## config.mk

```make
export PLATFORM = sky130hd
export DESIGN_NAME = aux_adc_step_input_select
export DESIGN_NICKNAME = d
export VERILOG_FILES = /design/src/pkg/aux_adc_pkg.sv /design/src/verilog/aux_adc_step_input_select.sv
export SDC_FILE = /design/constraint.sdc
export NUM_CORES = 1
export LEC_CHECK = 0
export ABC_CLOCK_PERIOD_IN_PS = 4900
export BUFFER_PORTS_ARGS = -buffer_cell sky130_fd_sc_hd__buf_4
export CORE_AREA = 2 2 67 69
export CTS_BUF_LIST = sky130_fd_sc_hd__clkbuf_8
export DETAILED_ROUTE_END_ITERATION = 12
export DIE_AREA = 0 0 69 71
export PLACE_DENSITY = 0.88
export SLEW_MARGIN = 20
export SYNTH_ARGS = -nofsm -noshare
export SYNTH_HDL_FRONTEND = slang
export SYNTH_SLANG_ARGS = --single-unit
```

## constraint.sdc

```tcl
create_clock -name clk_i -period 4.9 [get_ports clk_i]
set_input_delay 0.98 -clock clk_i [delete_from_list [all_inputs] [get_ports clk_i]]
set_output_delay 0.98 -clock clk_i [all_outputs]
set_load 0.01 [all_outputs]
```

## src/pkg/aux_adc_pkg.sv

```systemverilog
package aux_adc_pkg;

  // ****************************************************************
  // Register map and reset values
  // ****************************************************************
  localparam int ADR_W = 8;
  localparam logic [ADR_W-1:0] STEP11_OFS = 8'h98;
  localparam logic [ADR_W-1:0] STEP12_OFS = 8'h9C;
  localparam logic [ADR_W-1:0] STATUS_OFS = 8'hA0;
  localparam logic [15:0] STEP11_RST = 16'h000B;
  localparam logic [15:0] STEP12_RST = 16'h000C;
  localparam logic [15:0] CFG_WMASK = 16'hE01F;

  // ****************************************************************
  // Field positions
  // ****************************************************************
  localparam int EN_BIT = 15;
  localparam int GAIN_HI = 14;
  localparam int GAIN_LO = 13;
  localparam int NEG_BIT = 4;
  localparam int POS_HI = 3;
  localparam int POS_LO = 0;

  // ****************************************************************
  // Positive selector codes, step numbers and gain cap code
  // ****************************************************************
  localparam logic [3:0] POS_EXT_LAST = 4'h7;
  localparam logic [3:0] POS_TEMP_A = 4'h8;
  localparam logic [3:0] POS_SHORT_GND = 4'h9;
  localparam logic [3:0] POS_TEST_DAC_B = 4'hA;
  localparam logic [3:0] POS_UNUSED = 4'hB;
  localparam logic [3:0] POS_IO_DIV4 = 4'hC;
  localparam logic [3:0] POS_CORE_DIV2 = 4'hD;
  localparam logic [3:0] POS_ANALOG_POWER_INPUT_DIV103 = 4'hE;
  localparam logic [3:0] POS_DIGITAL_POWER_INPUT_DIV103 = 4'hF;
  localparam logic [3:0] STEP11_NUM = 4'hB;
  localparam logic [3:0] STEP12_NUM = 4'hC;
  localparam logic [1:0] GAIN_X4 = 2'h2;

  // ****************************************************************
  // Carriers
  // ****************************************************************
  typedef struct packed {
    logic cyc;
    logic stb;
    logic we;
    logic [ADR_W-1:0] adr;
    logic [3:0] sel;
    logic [31:0] dat;
  } wb_req_t;

  typedef struct packed {
    logic ack;
    logic [31:0] dat;
  } wb_rsp_t;

  typedef struct packed {
    logic valid;
    logic [3:0] step;
    logic enable;
    logic [1:0] gain_log2;
    logic [3:0] pos_code;
    logic ext_pos;
    logic [2:0] ext_index;
    logic neg_auto;
    logic neg_input7;
  } mux_sel_t;

  typedef enum logic {BUS_IDLE, BUS_ACK} bus_state_t;

endpackage

```

## src/verilog/aux_adc_step_input_select.sv

```systemverilog
// Contract
// - Codes 0-7 route external inputs 0-7.
// - Code 8 selects temperature sensor A, auto negative.
// - Code 9 shorts input to ground, auto negative.
// - Code 10 selects test DAC B, auto negative.
// - Codes 12-15 select supply monitors, auto negative.
// - Auto negative codes ignore negative selector bit.
// - Negative bit 4, reset 0: ground or input 7.
// - Positive selector bits 3:0, resets to 1011b in step 11, 1100b in step 12.
// - Step-12 register at 9Ch, resets 000Ch.
// - Enable bit 15, gain 14:13, 12:5 read zero.
module aux_adc_step_input_select (
  input wire logic clk_i,
  input wire logic rst_i,
  input wire aux_adc_pkg::wb_req_t wb_i,
  output aux_adc_pkg::wb_rsp_t wb_o,
  input wire logic seq_step_valid_i,
  input wire logic [3:0] seq_step_i,
  output aux_adc_pkg::mux_sel_t mux_sel_o
);
  import aux_adc_pkg::*;

  // ****************************************************************
  // Helpers
  // ****************************************************************
  function automatic mux_sel_t decode_step(
    input logic [15:0] cfg,
    input logic [3:0] step
  );
    mux_sel_t res;
    logic [3:0] pos;
    res = '0;
    pos = cfg[POS_HI:POS_LO];
    res.step = step;
    res.enable = cfg[EN_BIT];
    res.pos_code = pos;
    // Gain codes 10b and 11b both give four.
    res.gain_log2 = (cfg[GAIN_HI:GAIN_LO] > GAIN_X4) ? GAIN_X4 : cfg[GAIN_HI:GAIN_LO];
    res.valid = (pos != POS_UNUSED);
    res.ext_pos = (pos <= POS_EXT_LAST);
    res.ext_index = pos[2:0];
    // Every internal source picks its own negative input.
    res.neg_auto = (pos == POS_TEMP_A) || (pos == POS_SHORT_GND) ||
                   (pos == POS_TEST_DAC_B) || (pos >= POS_IO_DIV4);
    // The negative bit only matters for external positive inputs.
    res.neg_input7 = res.ext_pos && cfg[NEG_BIT];
    return res;
  endfunction

  function automatic logic [15:0] write_cfg(
    input logic [15:0] old,
    input logic [31:0] data,
    input logic [3:0] sel
  );
    logic [15:0] lanes;
    lanes = {{8{sel[1]}}, {8{sel[0]}}};
    // Reserved bits never take a write, so they always read zero.
    return ((old & ~lanes) | (data[15:0] & lanes)) & CFG_WMASK;
  endfunction

  // ****************************************************************
  // Configuration registers
  // ****************************************************************
  logic [15:0] step11_config;
  logic [15:0] step12_config;
  logic [15:0] next_step11_config;
  logic [15:0] next_step12_config;
  bus_state_t bus_state;
  bus_state_t next_bus_state;
  wb_rsp_t next_wb;
  mux_sel_t next_mux_sel;
  logic req;
  logic wr_commit;

  assign req = wb_i.cyc && wb_i.stb;
  // A write lands on the edge where the master sees the acknowledge.
  assign wr_commit = req && wb_i.we && (bus_state == BUS_ACK);

  always_comb begin
    next_step11_config = step11_config;
    next_step12_config = step12_config;
    if (wr_commit) begin
      if (wb_i.adr == STEP11_OFS) begin
        next_step11_config = write_cfg(step11_config, wb_i.dat, wb_i.sel);
      end else if (wb_i.adr == STEP12_OFS) begin
        next_step12_config = write_cfg(step12_config, wb_i.dat, wb_i.sel);
      end
    end
  end

  always_ff @(posedge clk_i) begin
    if (rst_i) begin
      step11_config <= STEP11_RST;
      step12_config <= STEP12_RST;
    end else begin
      step11_config <= next_step11_config;
      step12_config <= next_step12_config;
    end
  end

  // ****************************************************************
  // Bus slave
  // ****************************************************************
  always_comb begin
    next_bus_state = bus_state;
    next_wb = '0;
    case (bus_state)
      BUS_IDLE: begin
        if (req) begin
          next_bus_state = BUS_ACK;
          next_wb.ack = 1'b1;
          // Unmapped addresses still acknowledge and read zero.
          if (wb_i.adr == STEP11_OFS) begin
            next_wb.dat = {16'h0000, step11_config};
          end else if (wb_i.adr == STEP12_OFS) begin
            next_wb.dat = {16'h0000, step12_config};
          end else if (wb_i.adr == STATUS_OFS) begin
            next_wb.dat = 32'(mux_sel_o);
          end
        end
      end
      BUS_ACK: begin
        next_bus_state = BUS_IDLE;
      end
      default: begin
        next_bus_state = BUS_IDLE;
      end
    endcase
  end

  always_ff @(posedge clk_i) begin
    if (rst_i) begin
      bus_state <= BUS_IDLE;
      wb_o <= '0;
    end else begin
      bus_state <= next_bus_state;
      wb_o <= next_wb;
    end
  end

  // ****************************************************************
  // Step selection
  // ****************************************************************
  always_comb begin
    next_mux_sel = '0;
    if (seq_step_valid_i) begin
      if (seq_step_i == STEP11_NUM) begin
        next_mux_sel = decode_step(step11_config, STEP11_NUM);
      end else if (seq_step_i == STEP12_NUM) begin
        next_mux_sel = decode_step(step12_config, STEP12_NUM);
      end
    end
  end

  always_ff @(posedge clk_i) begin
    if (rst_i) begin
      mux_sel_o <= '0;
    end else begin
      mux_sel_o <= next_mux_sel;
    end
  end

  logic at11;
  logic at12;
  // Step hits as the sequencer presents them; the selection answers one edge later.
  assign at11 = seq_step_valid_i && (seq_step_i == STEP11_NUM);
  assign at12 = seq_step_valid_i && (seq_step_i == STEP12_NUM);
endmodule

```

==> results.txt <==
Status -> finished clean
CTS Buf Count -> 5
Die Ht -> 71 um
EDFF count, synth -> 0
Worst VDD drop -> 0.000140 V
Yosys warnings -> 0
Async SR Flop Fraction -> 0
Syn Area/Cell -> 10.8 sq um
Post-layout min period -> 2460 ps
CP arrival -> 2700 ps
Drt pass-1 iters -> 4
Port-buffer cells -> 64
Area growth syn-to-layout -> 26.2%
Ant diodes -> 0
Max-cap violations -> 0
Clock tree buffer depth -> 2
Ports -> 105
Register area -> 981 sq um
CORE AREA -> 4200 sq um
Leading area contributor after synthesis -> dfxtp_1
Post-Layout Cell Count -> 301
Final Hold Fails -> 0
TritonCTS clock tree -> done
Largest net degree at the start of global routing -> 30
Final period util -> 0.502
Path category of the worst min-delay check -> reg2reg
Worst EP required -> 5140 ps
Post-synthesis mux area share -> 0.0930
DP Wirelength -> 3.14 mm
Clock Skew -> 3.02 ps
Slew Limit Fails -> 0
Antenna Nets Post-Route -> 0
Synth Area in Compound Gates -> 0.0851
Share of cells above drive strength 1 -> 0.325
# Post-CTS Setup Buffers -> 0
Synth top area share -> 0.480
Final core occ -> 0.614
Fillers -> 349
Die area -> 4900 sq um
Max-Slew Margin vs Limit -> 0.283
Post-CTS Hold Buffers -> 0
Max FO, Critical Path -> 29
Cell Area, Synth -> 2040 sq um
Vias per cell -> 5.17
Chip width -> 69 um
Total gr overflow -> 0
Critical Path Start Type -> primary input
Pleak -> 0.00117 uW
Initial antenna violation count -> 0
Setup Total Neg Slack -> 0 ps
Syn Inst Count -> 190
Site Rows -> 24
Worst hold slack -> 460 ps
Unique masters post-synth -> 35
Most common flop cell mapped by yosys -> dfxtp_1
Max Fclk -> 407 MHz
Number of H-tree levels -> 2
Global-route wire length before repair -> 6.63 mm
Number of gates resized after cts -> 0
Seq/Total Area, Yosys -> 0.480
Top post-synthesis cells by count -> dfxtp_1, buf_4, mux2i_1, nand2b_1
DR vias -> 1557
Initial DRC count -> 97
Most frequent cell after synthesis -> dfxtp_1
Wire per inst -> 13.9 um
Total wire length -> 4.17 mm
Crit end category -> flip-flop
Crit Path Category -> in2reg
Nets -> 302
Initial Util -> 0.486
XOR/XNOR share of the synthesized area -> 0
CTS Sinks -> 49
RSZ-0062 raised after global routing -> no
CTS root buf -> clkbuf_8
Simple-Gate Fraction of Synth Area -> 0.236
Post-route DRC violation count -> 0
Largest family of logic cells by synthesized area -> simple AND/OR/NAND/NOR gates
GRT Overall Usage -> 0.174
Number of global-route vias before repair -> 1419
RD Place Congestion -> 0.792
Worst-Margin Slew -> 1070 ps
Flops & latches, synth -> 49
Power per cell area -> 288 nW/um^2
Dpl cells -> 293
Adder-cell share of the synthesized area -> 0
Clock insertion delay at the later pin of the skew report -> 300 ps
Largest cells by area after synthesis -> dfxtp_1, mux2i_1, buf_4
Area of the multi-input gates -> 900 sq um
Setup violations, final -> 0
Clock Pin Slew Worst Setup and Hold Paths -> 90 ps
-- layer usage --
metal,vias up,routed length (um),GRT usage
met5,-,0,0
met4,0,105,0.102
met3,10,299,0.0427
met2,74,2030,0.282
met1,715,1740,0.211
li1,758,-,-
-- final timing paths --
kind	startpoint	endpoint	slack, ps	depth (start not counted)
worst min register to register	mux_sel_o[5]$_SDFF_PP0_	wb_o[5]$_SDFF_PP0_	460	1
worst max-delay path	rst_i	mux_sel_o[0]$_SDFF_PP0_	2440	4
worst min-delay path	mux_sel_o[5]$_SDFF_PP0_	wb_o[5]$_SDFF_PP0_	460	1
worst max register to register	wb_o[32]$_SDFF_PP0_	wb_o[4]$_SDFF_PP0_	3080	3
-- critical path, stage by stage --
cell	delay (ps)
buf_4	190
nand3b_1	270
nor4b_2	950
a32o_1	310
-- logic make-up after synthesis --
kind of cell,after synthesis
compound gates,19
buf+inv,35
flops,49
mux,19
other cells,1
simple gates,67
-- cells in the final DEF (no fill, tap or decap), drive strengths merged, types with 3 or more instances in the layout --
cell     instances
nand4            3
clkbuf           6
a32o             3
a221o            5
nor3             3
nand3b           4
o2bb2ai          3
mux2i           19
nor4             8
inv              9
and2             7
a22o             6
buf             64
nor2             9
conb            14
dfxtp           49
nor4b            3
nand2b          18
-- area by class of cell --
| class | count | share of cell area |
|---|---|---|
| Timing Repair Buffer | 64 | 0.186 |
| Clock inverter | 2 | 0.0145 |
| Inverter | 9 | 0.0131 |
| Sequential cell | 49 | 0.380 |
| Tap cell | 52 | 0.0252 |
| Multi-Input combinational cell | 119 | 0.349 |
| Clock buffer | 6 | 0.0320 |
-- metrics by stage --
stage / instance area [sq um] / setup slack, ps / power [uW]
floorplan: 2090 / 2550 / 441
global placement: 2460 / 2150 / 455
detailed placement: 2460 / 2170 / 456
CTS: 2580 / 2480 / 750
global route: 2580 / 2330 / 770
finish: 2580 / 2440 / 744
-- power breakdown --
group          switching [uW]  total [uW]  internal (uW)
clock network             131         297            166
logic                    23.6        46.8           23.2
registers               0.889         400            399
total                     156         744            588
No activity file was read; power rests on OpenSTA's default activity.
